[src/inc/plbm_regs.svh]
// Register offsets, field positions, reset values and timing counts of the port latch block
//
// Overview of operation
// - Port zero has no internal pull-up in port mode, so a released pin floats and only the pull-down drives it.
// - The port zero high-side driver is enabled only while port zero serves as the external address/data bus.
// - The port zero latch is a bit-addressable register at address 80h, bit n controlling pin n.
// - On ports zero to three a latch bit of 0 turns the pull-down on and a 1 turns it off.
// - Writing 1 to a port one latch bit presents a high on the pin and makes the pin usable as an input.
// - Port two drives address lines A8 to A15 when external access is low at reset or during an external data move.
// - The port zero output stage is multiplexed between its latch and the low address byte shared with data.
// - The port two output stage is multiplexed between its latch and the high address byte.
// - In bus mode both latches are cut from the pins, port zero latch forced to all ones, port two latch held.
// - When port zero is used as an external bus input its latch outputs are forced to 1.
// - The port one, two and three latches are bit-addressable registers at 90h, A0h and B0h.
// - Port one carries timer two count and aux inputs on bits 0 and 1, pulse outputs on 2 and 3, SCL on 6, SDA on 7.
// - A port three pin works as input or passes its alternate function only while its latch bit is 1.
// - On reset every latch bit is set so that all pins come up as inputs.
// - Read-modify-write accesses read the latch value, all other port reads sample the pin level; the code samples pins at 80h-B0h and reads latches at C0h-CCh.
// - A new latch value appears at the latch output on the edge that ends the writing access, so in the cycle after it.
`ifndef PLBM_REGS_SVH
`define PLBM_REGS_SVH

// ----------------------------------------------------------------------------
// Register byte addresses
// ----------------------------------------------------------------------------
`define PLBM_ADDR_PORT0_LATCH 8'h80
`define PLBM_ADDR_PORT1_LATCH 8'h90
`define PLBM_ADDR_PORT2_LATCH 8'ha0
`define PLBM_ADDR_PORT3_LATCH 8'hb0
`define PLBM_ADDR_LATCH_VIEW0 8'hc0
`define PLBM_ADDR_LATCH_VIEW1 8'hc4
`define PLBM_ADDR_LATCH_VIEW2 8'hc8
`define PLBM_ADDR_LATCH_VIEW3 8'hcc
`define PLBM_ADDR_BIT_ACCESS 8'hd0
`define PLBM_ADDR_STATUS 8'hd4

// ----------------------------------------------------------------------------
// Field positions of the bit access and status registers
// ----------------------------------------------------------------------------
`define PLBM_BIT_SEL_LO 0
`define PLBM_BIT_SEL_HI 2
`define PLBM_BIT_PORT_LO 3
`define PLBM_BIT_PORT_HI 4
`define PLBM_BIT_VALUE 8
`define PLBM_STAT_STRAP 0
`define PLBM_STAT_BUS 1

// ----------------------------------------------------------------------------
// Reset values and sync depth
// ----------------------------------------------------------------------------
`define PLBM_LATCH_RESET 8'hff
`define PLBM_PIN_IDLE 1'b1
`define PLBM_SYNC_STAGES 2

`endif

[src/inc/plbm_pkg.sv]
// Types shared by the port latch block
`default_nettype none

package plbm_pkg;

  // Strap capture phase after reset release
  typedef enum logic [1:0] {
    PLBM_STRAP_SYNC = 2'b00,
    PLBM_STRAP_FILL = 2'b11,
    PLBM_STRAP_TAKE = 2'b01,
    PLBM_RUN = 2'b10
  } plbm_phase_e;

  // One byte per port
  typedef logic [3:0][7:0] plbm_ports_t;

  // All state of the top module
  typedef struct packed {
    plbm_phase_e phase;
    logic eaStrap;
    plbm_ports_t latch;
    plbm_ports_t pinOut;
    plbm_ports_t pinOe;
    logic [31:0] prdata;
    logic pslverr;
  } plbm_state_s;

endpackage : plbm_pkg

`default_nettype wire

[src/rtl/plbm_sync.sv]
// Two-stage synchroniser for pin inputs, one generate slice per bit
`include "plbm_regs.svh"
`default_nettype none

module plbm_sync #(
  parameter int WIDTH = 33
) (
  // Clock and reset
  input wire logic clk,
  input wire logic rst,
  // Asynchronous levels in, synchronised levels out
  input wire logic [WIDTH-1:0] asyncIn,
  output logic [WIDTH-1:0] syncOut
);

  // ----------------------------------------------------------------------------
  // Per-bit flop pair
  // ----------------------------------------------------------------------------
  genvar i;
  generate
    for (i = 0; i < WIDTH; i = i + 1) begin : g_bit
      logic [`PLBM_SYNC_STAGES-1:0] stage_r;
      // First flop feeds only the second
      always_ff @(posedge clk or posedge rst) begin
        if (rst) begin
          stage_r <= {`PLBM_SYNC_STAGES{`PLBM_PIN_IDLE}};
        end else begin
          stage_r <= {stage_r[0], asyncIn[i]};
        end
      end
      assign syncOut[i] = stage_r[`PLBM_SYNC_STAGES-1];
    end
  endgenerate

endmodule : plbm_sync

`default_nettype wire

[src/rtl/plbm_top.sv]
// Port latches, pin drivers and external bus multiplexer behind an APB slave
`include "plbm_regs.svh"
`default_nettype none

module plbm_top (
  // Clock and reset
  input wire logic clk,
  input wire logic rst,
  // APB slave
  input wire logic psel,
  input wire logic penable,
  input wire logic pwrite,
  input wire logic [7:0] paddr,
  input wire logic [31:0] pwdata,
  input wire logic [3:0] pstrb,
  output logic [31:0] prdata,
  output logic pready,
  output logic pslverr,
  // External access strap pin, low selects external bus
  input wire logic externalAccessSelectN,
  // External bus from the core
  input wire logic externalDataMove,
  input wire logic [7:0] extLowOut,
  input wire logic extLowDrive,
  input wire logic [7:0] extAddrHigh,
  output logic [7:0] extDataIn,
  output logic busMode,
  // Port zero pins, open drain with bus high-side
  input wire logic [7:0] portZeroIn,
  output logic [7:0] portZeroOut,
  output logic [7:0] portZeroOe,
  // Port one pins, quasi-bidirectional
  input wire logic [7:0] portOneIn,
  output logic [7:0] portOneOut,
  output logic [7:0] portOneOe,
  // Port two pins, quasi-bidirectional with address high-side
  input wire logic [7:0] portTwoIn,
  output logic [7:0] portTwoOut,
  output logic [7:0] portTwoOe,
  // Port three pins, quasi-bidirectional
  input wire logic [7:0] portThreeIn,
  output logic [7:0] portThreeOut,
  output logic [7:0] portThreeOe,
  // Port one alternate functions, outputs high means released
  input wire logic pulseWidthOutA,
  input wire logic pulseWidthOutB,
  input wire logic i2cSclOut,
  input wire logic i2cSdaOut,
  output logic timerTwoCountInput,
  output logic timerTwoAuxInput,
  output logic i2cSclIn,
  output logic i2cSdaIn,
  // Port three alternate functions
  input wire logic [7:0] portThreeAltOut,
  output logic [7:0] portThreeAltIn
);

  // ----------------------------------------------------------------------------
  // Pin synchronisers
  // ----------------------------------------------------------------------------
  logic [32:0] syncOut;
  plbm_pkg::plbm_ports_t portSync;
  logic eaSync;

  plbm_sync #(
    .WIDTH(33)
  ) plbm_sync_i (
    .clk(clk),
    .rst(rst),
    .asyncIn({externalAccessSelectN, portThreeIn, portTwoIn, portOneIn, portZeroIn}),
    .syncOut(syncOut)
  );

  // Split synchronised levels per port
  assign portSync = syncOut[31:0];
  assign eaSync = syncOut[32];

  // ----------------------------------------------------------------------------
  // State
  // ----------------------------------------------------------------------------
  plbm_pkg::plbm_state_s s_r;
  plbm_pkg::plbm_state_s s_nxt;
  logic [31:0] rdVal;
  logic addrHit;
  logic wrAccess;
  logic [7:0] portOneAlt;
  logic [1:0] bitPort;
  logic [2:0] bitSel;

  // Bus mode from strap or a running data move
  assign busMode = !s_r.eaStrap || externalDataMove;

  // Write taken at the access-phase edge
  assign wrAccess = psel && penable && pwrite && pstrb[0];

  // Bit access fields
  assign bitPort = pwdata[`PLBM_BIT_PORT_HI:`PLBM_BIT_PORT_LO];
  assign bitSel = pwdata[`PLBM_BIT_SEL_HI:`PLBM_BIT_SEL_LO];

  // Port one alternate outputs, 1 where no function drives
  assign portOneAlt = {i2cSdaOut, i2cSclOut, 2'b11, pulseWidthOutB, pulseWidthOutA, 2'b11};

  // ----------------------------------------------------------------------------
  // Read decode
  // ----------------------------------------------------------------------------
  // Printed offsets sample pins, view offsets return latches
  always_comb begin
    rdVal = 32'h0000_0000;
    addrHit = 1'b1;
    case (paddr)
      `PLBM_ADDR_PORT0_LATCH: rdVal[7:0] = portSync[0];
      `PLBM_ADDR_PORT1_LATCH: rdVal[7:0] = portSync[1];
      `PLBM_ADDR_PORT2_LATCH: rdVal[7:0] = portSync[2];
      `PLBM_ADDR_PORT3_LATCH: rdVal[7:0] = portSync[3];
      `PLBM_ADDR_LATCH_VIEW0: rdVal[7:0] = s_r.latch[0];
      `PLBM_ADDR_LATCH_VIEW1: rdVal[7:0] = s_r.latch[1];
      `PLBM_ADDR_LATCH_VIEW2: rdVal[7:0] = s_r.latch[2];
      `PLBM_ADDR_LATCH_VIEW3: rdVal[7:0] = s_r.latch[3];
      `PLBM_ADDR_BIT_ACCESS: rdVal = 32'h0000_0000;
      `PLBM_ADDR_STATUS: begin
        rdVal[`PLBM_STAT_STRAP] = s_r.eaStrap;
        rdVal[`PLBM_STAT_BUS] = busMode;
      end
      default: addrHit = 1'b0;
    endcase
  end

  // ----------------------------------------------------------------------------
  // Next state
  // ----------------------------------------------------------------------------
  always_comb begin
    s_nxt = s_r;
    // Two edges for the synchroniser to fill, then strap capture
    case (s_r.phase)
      plbm_pkg::PLBM_STRAP_SYNC: s_nxt.phase = plbm_pkg::PLBM_STRAP_FILL;
      plbm_pkg::PLBM_STRAP_FILL: s_nxt.phase = plbm_pkg::PLBM_STRAP_TAKE;
      plbm_pkg::PLBM_STRAP_TAKE: begin
        s_nxt.eaStrap = eaSync;
        s_nxt.phase = plbm_pkg::PLBM_RUN;
      end
      plbm_pkg::PLBM_RUN: s_nxt.phase = plbm_pkg::PLBM_RUN;
      default: s_nxt.phase = plbm_pkg::PLBM_RUN;
    endcase
    // Read data and error latched in the setup cycle
    if (psel && !penable) begin
      s_nxt.prdata = rdVal;
      s_nxt.pslverr = !addrHit;
    end
    // Byte and bit writes to the latches
    if (wrAccess) begin
      case (paddr)
        `PLBM_ADDR_PORT0_LATCH: s_nxt.latch[0] = pwdata[7:0];
        `PLBM_ADDR_PORT1_LATCH: s_nxt.latch[1] = pwdata[7:0];
        `PLBM_ADDR_PORT2_LATCH: s_nxt.latch[2] = pwdata[7:0];
        `PLBM_ADDR_PORT3_LATCH: s_nxt.latch[3] = pwdata[7:0];
        `PLBM_ADDR_BIT_ACCESS: s_nxt.latch[bitPort][bitSel] = pwdata[`PLBM_BIT_VALUE];
        default: s_nxt.latch = s_r.latch;
      endcase
    end
    // Bus mode forces port zero latch high and freezes port two
    if (busMode) begin
      s_nxt.latch[0] = `PLBM_LATCH_RESET;
      s_nxt.latch[2] = s_r.latch[2];
    end
    // Port zero: bus drives both levels, port mode only pulls down
    if (busMode) begin
      s_nxt.pinOut[0] = extLowOut;
      s_nxt.pinOe[0] = {8{extLowDrive}};
    end else begin
      s_nxt.pinOut[0] = 8'h00;
      s_nxt.pinOe[0] = ~s_nxt.latch[0];
    end
    // Port one: pull-down on latch 0 or alternate low
    s_nxt.pinOut[1] = 8'h00;
    s_nxt.pinOe[1] = ~(s_nxt.latch[1] & portOneAlt);
    // Port two: address high byte in bus mode, else latch
    if (busMode) begin
      s_nxt.pinOut[2] = extAddrHigh;
      s_nxt.pinOe[2] = 8'hff;
    end else begin
      s_nxt.pinOut[2] = 8'h00;
      s_nxt.pinOe[2] = ~s_nxt.latch[2];
    end
    // Port three: alternate outputs pass only through a latch 1
    s_nxt.pinOut[3] = 8'h00;
    s_nxt.pinOe[3] = ~(s_nxt.latch[3] & portThreeAltOut);
  end

  // ----------------------------------------------------------------------------
  // State register
  // ----------------------------------------------------------------------------
  always_ff @(posedge clk or posedge rst) begin
    if (rst) begin
      s_r.phase <= plbm_pkg::PLBM_STRAP_SYNC;
      s_r.eaStrap <= 1'b1;
      s_r.latch <= {4{`PLBM_LATCH_RESET}};
      s_r.pinOut <= 32'h0000_0000;
      s_r.pinOe <= 32'h0000_0000;
      s_r.prdata <= 32'h0000_0000;
      s_r.pslverr <= 1'b0;
    end else begin
      s_r <= s_nxt;
    end
  end

  // ----------------------------------------------------------------------------
  // Outputs
  // ----------------------------------------------------------------------------
  // APB answer in the first access cycle
  assign pready = psel && penable;
  assign prdata = s_r.prdata;
  assign pslverr = s_r.pslverr && psel && penable;

  // Pin drivers from flops
  assign portZeroOut = s_r.pinOut[0];
  assign portZeroOe = s_r.pinOe[0];
  assign portOneOut = s_r.pinOut[1];
  assign portOneOe = s_r.pinOe[1];
  assign portTwoOut = s_r.pinOut[2];
  assign portTwoOe = s_r.pinOe[2];
  assign portThreeOut = s_r.pinOut[3];
  assign portThreeOe = s_r.pinOe[3];

  // Peripheral and core inputs from synchronised pins
  assign extDataIn = portSync[0];
  assign timerTwoCountInput = portSync[1][0];
  assign timerTwoAuxInput = portSync[1][1];
  assign i2cSclIn = portSync[1][6];
  assign i2cSdaIn = portSync[1][7];
  assign portThreeAltIn = portSync[3] & s_r.latch[3];
endmodule : plbm_top

`default_nettype wire

[config.mk]
export PLATFORM = sky130hd
export DESIGN_NAME = plbm_top
export DESIGN_NICKNAME = d
export VERILOG_FILES = /design/src/inc/plbm_pkg.sv /design/src/rtl/plbm_sync.sv /design/src/rtl/plbm_top.sv
export VERILOG_INCLUDE_DIRS = /design/src /design/src/inc
export SDC_FILE = /design/constraint.sdc
export NUM_CORES = 1
export LEC_CHECK = 0
export CORE_MARGIN = 8
export CORE_UTILIZATION = 54
export CTS_CLUSTER_SIZE = 20
export DETAILED_ROUTE_END_ITERATION = 12
export DONT_BUFFER_PORTS = 1
export HOLD_SLACK_MARGIN = 0.12
export MAX_ROUTING_LAYER = met4
export PLACE_DENSITY = 0.8
export SLEW_MARGIN = 5
export SYNTH_ARGS = -nofsm -noshare
export SYNTH_HDL_FRONTEND = slang
export SYNTH_SLANG_ARGS = --single-unit
export TNS_END_PERCENT = 1
[constraint.sdc]
create_clock -name clk -period 4.3 [get_ports clk]
set_clock_uncertainty 0.15 [all_clocks]
set_input_delay 0.215 -clock clk [delete_from_list [all_inputs] [get_ports clk]]
set_output_delay 0.215 -clock clk [all_outputs]
set_load 0.01 [all_outputs]
# ---- Word-level counts from Yosys, hierarchy flattened
# Cells that the tools add are included.
dict set report totals {
  register_bits 158
  input_bits 112
  output_inout_bits 119
  elab_cells 106
}
dict set report op_classes {
  n_lt_le_gt_ge 4
  eq_ne 13
  muxes 20
  bitwise_logic 7
  reduce_logical 15
}
# operator n
set ops {}
lappend ops {{$eq 8x8->1 const B} 10}
lappend ops {{$pmux 8 s2} 4}
lappend ops {{$mux 8} 7}
lappend ops {{$pmux 6 s8} 1}
lappend ops {{$bwmux 32} 1}
lappend ops {{$mux 32} 1}
lappend ops {{$not 8->8} 4}
lappend ops {{$and 8x8->8} 3}
lappend ops {{$pmux 2 s9} 1}
lappend ops {{$demux 8 s2} 1}
lappend ops {{$reduce_or 10->1} 1}
lappend ops {{$logic_and 1x1->1} 8}
lappend ops {{$pmux 2 s3} 1}
lappend ops {{$eq 2x2->1 const B} 2}
lappend ops {{$lt 3x4->1 const B} 1}
lappend ops {{$demux 1 s3} 1}
lappend ops {{$ge 3x1->1 const B} 1}
lappend ops {{$logic_not 1->1} 3}
lappend ops {{$lt 2x3->1 const B} 1}
lappend ops {{$eq 2x1->1 const B} 1}
lappend ops {{$ge 2x1->1 const B} 1}
lappend ops {{$logic_not 2->1} 1}
lappend ops {{$mux 1} 2}
lappend ops {{$reduce_or 2->1} 1}
lappend ops {{$logic_or 1x1->1} 1}

# ---- Depth between registers and ports, before layout
dict set report depth {
  ltp_word 12
  ltp_mapped 7
  mapped_depth_nobuf 5
}

# ---- Modules after synthesis
# Synthesis repeated with hierarchy kept, for this count alone.
dict set report unflattened {
  hier_cells 698
  area_unflattened_um2 7658.6
}
# module n_inst cells_each area_per_inst_um2 seq_area_each_um2
set modules_own_cells {}
lappend modules_own_cells {plbm_top 1 598 5672.9 2343.5}
lappend modules_own_cells {plbm_sync 1 100 1985.7 1734.2}

# ---- Worst setup path after synthesis
# Ideal clock, no wire load.
dict set report synth_path {
  path_type {register -> register}
  start {reg s_r[129] (netlist bit)}
  end {reg s_r[100] (netlist bit)}
  setup_time_ns 0.083
  arrival_time_ns 1.649
  required_ns 4.067
  path_slack_ns 2.418
  stages_incl_launch_ff 6
  n_path_buf 1
  period_less_slack_ns 1.882
  cell_sequence {dfstp_2 > nor2b_1 > nand3b_1 > or2_1 > clkbuf_1 > o32a_1}
}
# item line_no
set synth_rtl {}
lappend synth_rtl {{start, declared} plbm_top.sv:81} ;# plbm_pkg::plbm_state_s s_r;
lappend synth_rtl {{start signal, assigned} plbm_top.sv:202} ;# s_r <= s_nxt;

==> impl_metrics.toml <==
[drt]
drc_errors = 0
drt-met1-wl_microns = 8420
wl_met2_microns = 10700
wl_microns = 22700
first_pass_iters = 6
num_vias = 5722
top_layer = "met4"
ant_nets = 0
initialDrtViolationCount = 721
wl_per_cell_microns = 24.1
via_per_inst = 6.09
met3_length_microns = 2650

[hold_path]
hold_class = "primary input to flop"
worstHoldStart = "paddr[3]"

[worst_setup_path]
setup.worst_path.start = "paddr[0]"
crit_buf_inv = 4
cp_data_arrival_time_ns = 3.50
slowest_stage = "dlygate4sd3_1"
worstSetupPathType = "primary input to flop"
cp_max_fo = 5
crit_path_frequent_cell = "dlygate4sd3_1"
crit_path_cell_trace = "dlygate4sd3_1 > nor3_4 > dlygate4sd3_1 > nand3_1 > dlygate4sd3_1 > a211o_1 > dlygate4sd3_1 > o22a_1"
start_kind = "primary input"
regToRegStartpoint = "s_r[129]"
cp_top_family = "buffers and inverters"
cp-end-kind = "flop"
critPathMaxStageDelay_ns = 0.68
required_ns = 4.51

[sta]
max_freq_mhz = 304
maxSlewHeadroom = 0.121
slew_violations = 0
period_share = 0.766
rsz0062_at_grt = "no"
hold_viol_final = 0
fin_tns_setup_ns = 0
setup_viol = 0
worstMarginPinSlew_ns = 1.32
min_period_ns = 3.29

[clocking]
clkSinkCount = 158
cts_buffers = 17
cts-htree-levels = 4
clock_latency_ns = 0.43
clk_pin_slew_ns = 0.07
root_buffer = "clkbuf_16"
cts_max_path_buffers = 2
cts_tree = "done"

[floorplan]
die_h_microns = 137
dieArea_sq_um = 18600
core_sq_um = 14400
die_width_microns = 137
ios = 231
rows = 44
start_util = 0.546

[logic_synthesis]
synthArstFlopShare = 1.00
synth_fa_ha_area_frac = 0.00319
syn_area_sq_um = 7850
netlist.top_cell.by_area = "dfstp_2"
synth-warning-count = 0
synth-seq-cells = 158
synth_edf_count = 0
synth_top_family_by_area = "compound AO/OA/AOI/OAI gates"
ys_seq_area_frac = 0.520
ys.flop_type = "dfstp_2"
synth_area_leaders = "dfstp_2 (33%), dfrtp_1 (19%), buf_4 (10%), and2_1 (3.2%), mux2i_1 (1.8%)"
synth_top_area_frac = 0.332
synth_compound_area_frac = 0.151
synth-simple-area-share = 0.151
synth_cell_types = 73
synth_xor_area_frac = 0.00223
avgSynthCellArea_sq_um = 10.9
muxShareOfSynthArea = 0.0365
syn-instance-count = 720

[cells_and_area]
drive_gt1_frac = 0.211
seq_area_sq_um = 4080
fin_nets = 855
fillers = 1072
area_delta_synth_final_pct = 14.4
multi_input_area_sq_um = 2850

[status]
outcome = "complete, no violations"

[global_routing]
grt_use_total = 0.249
grt-ovfl-total = 0
antenna_found_initial = 1
grt_max_degree = 159
grt_pass1_wl_microns = 33800
grt_pass1_vias = 5741

[pwr]
total_power_uw = 3400
p_per_area_nw_per_um2 = 379
p_leak_uw = 0.00359
ir_drop_mv = 0.346

[job]
drv_cap = 0

[placed_design]
finalWeightedCongestion = 0.928
io_buffers = 0
hpwlAfterDp_microns = 14700
placed cells by master (no fill, tap or decap), types with 7 or more instances in the layout:
master	count
dlygate4sd3_1	107
nor2_1	13
mux2_2	9
dfstp_2	99
o211ai_1	8
nor3_1	15
clkbuf_16	17
nand3_1	22
inv_1	24
and2_1	40
dfrtp_1	59
nand4_1	11
o31ai_1	11
or3_1	11
a31oi_1	13
nand2_1	19
mux2i_1	14
a21oi_1	24
o21ai_1	18
o21a_1	7
o21ai_0	24
conb_1	40
nand3b_1	7
a21boi_1	8
registers in the layout, indices dropped and copies added (netlist names):
register	flops
plbm_sync_i.g_bit.stage_r	66
portOneOe	8
portThreeOe	8
portTwoOe	8
portTwoOut	8
portZeroOe	8
portZeroOut	8
prdata	8
s_r	36
area by class of cell:
type / count / share of cell area
sequential: 158 / 0.454
multi-input combinational: 428 / 0.317
timing repair buffer: 110 / 0.123
clock buffer: 17 / 0.0474
tap: 184 / 0.0256
clock inverter: 15 / 0.0209
inverter: 26 / 0.0113
antenna: 1 / 0.000279
worst reg2reg max path, stage by stage, from the launching register on:
cell,delay [ns]
dfstp_2,0.57
nor2b_1,0.84
nand3b_1,0.25
a211o_1,0.32
dlygate4sd3_1,0.57
o22a_1,0.17
metal layers:
layer / global-route usage / up-vias
li1: - / 2474
met1: 0.293 / 2774
met2: 0.382 / 405
met3: 0.0789 / 69
met4: 0.121 / 0
met5: - / -
power by group:
group / total, uW / leakage (uW) / switching [uW] / internal [uW]
combinational: 258 / 0.00161 / 150 / 108
clock: 1520 / 0.000295 / 728 / 793
sequential: 1620 / 0.00168 / 48.9 / 1570
cells by family after synthesis:
| group | Yosys count |
|---|---|
| and+or+nand+nor | 187 |
| buffers and inverters | 173 |
| AOI/OAI and AO/OA | 172 |
| DFF | 158 |
| muxes | 25 |
| adders and majority gates | 2 |
| xor gates and xnor gates | 2 |
| other | 1 |
path summary, 6_finish.rpt:
kind                                                    end  slack [ns]  depth (start not counted)
setup / recovery                                   s_r[102]        1.01                          8
hold / removal                                    prdata[0]        0.12                          4
setup reg to reg                                   s_r[102]        1.36                          5
hold reg to reg            plbm_sync_i.g_bit[29].stage_r[1]        0.20                          0
max in group asynchronous                     portZeroOe[7]        3.03                          3
min in group asynchronous                    portZeroOut[2]        0.38                          3
cells in the mapped netlist (14+ instances only):
cell,n
and2_1,40
o21ai_1,18
nand3_1,22
nand2_1,19
a21oi_1,24
dfstp_2,99
o21ai_0,24
dfrtp_1,59
inv_1,25
buf_4,104
mux2i_1,14
nor3_1,15
clkbuf_1,26
through the flow:
step                setup slack, ns  cell area [sq um]  instances  utilization  hold WS (ns)
floorplan                      2.01               8000        759            -        0.0695
global placement               1.49               7290        799        0.507        0.0696
detailed placement             1.52               7290        799        0.507        0.0696
CTS                            1.08               8970        938        0.625         0.120
global route                  0.959               8980        939        0.625         0.138
finish                         1.01               8980        939        0.625         0.121
what timing repair did:
action | in CTS | in global routing
endpoints found under the hold margin | 181 | 0
gates resized for setup | 0 | 0
hold buffers | 107 | 0
buffers inserted | 0 | 0
endpoints found under the setup margin | 0 | 0
No activity file was read; power rests on OpenSTA's default activity.
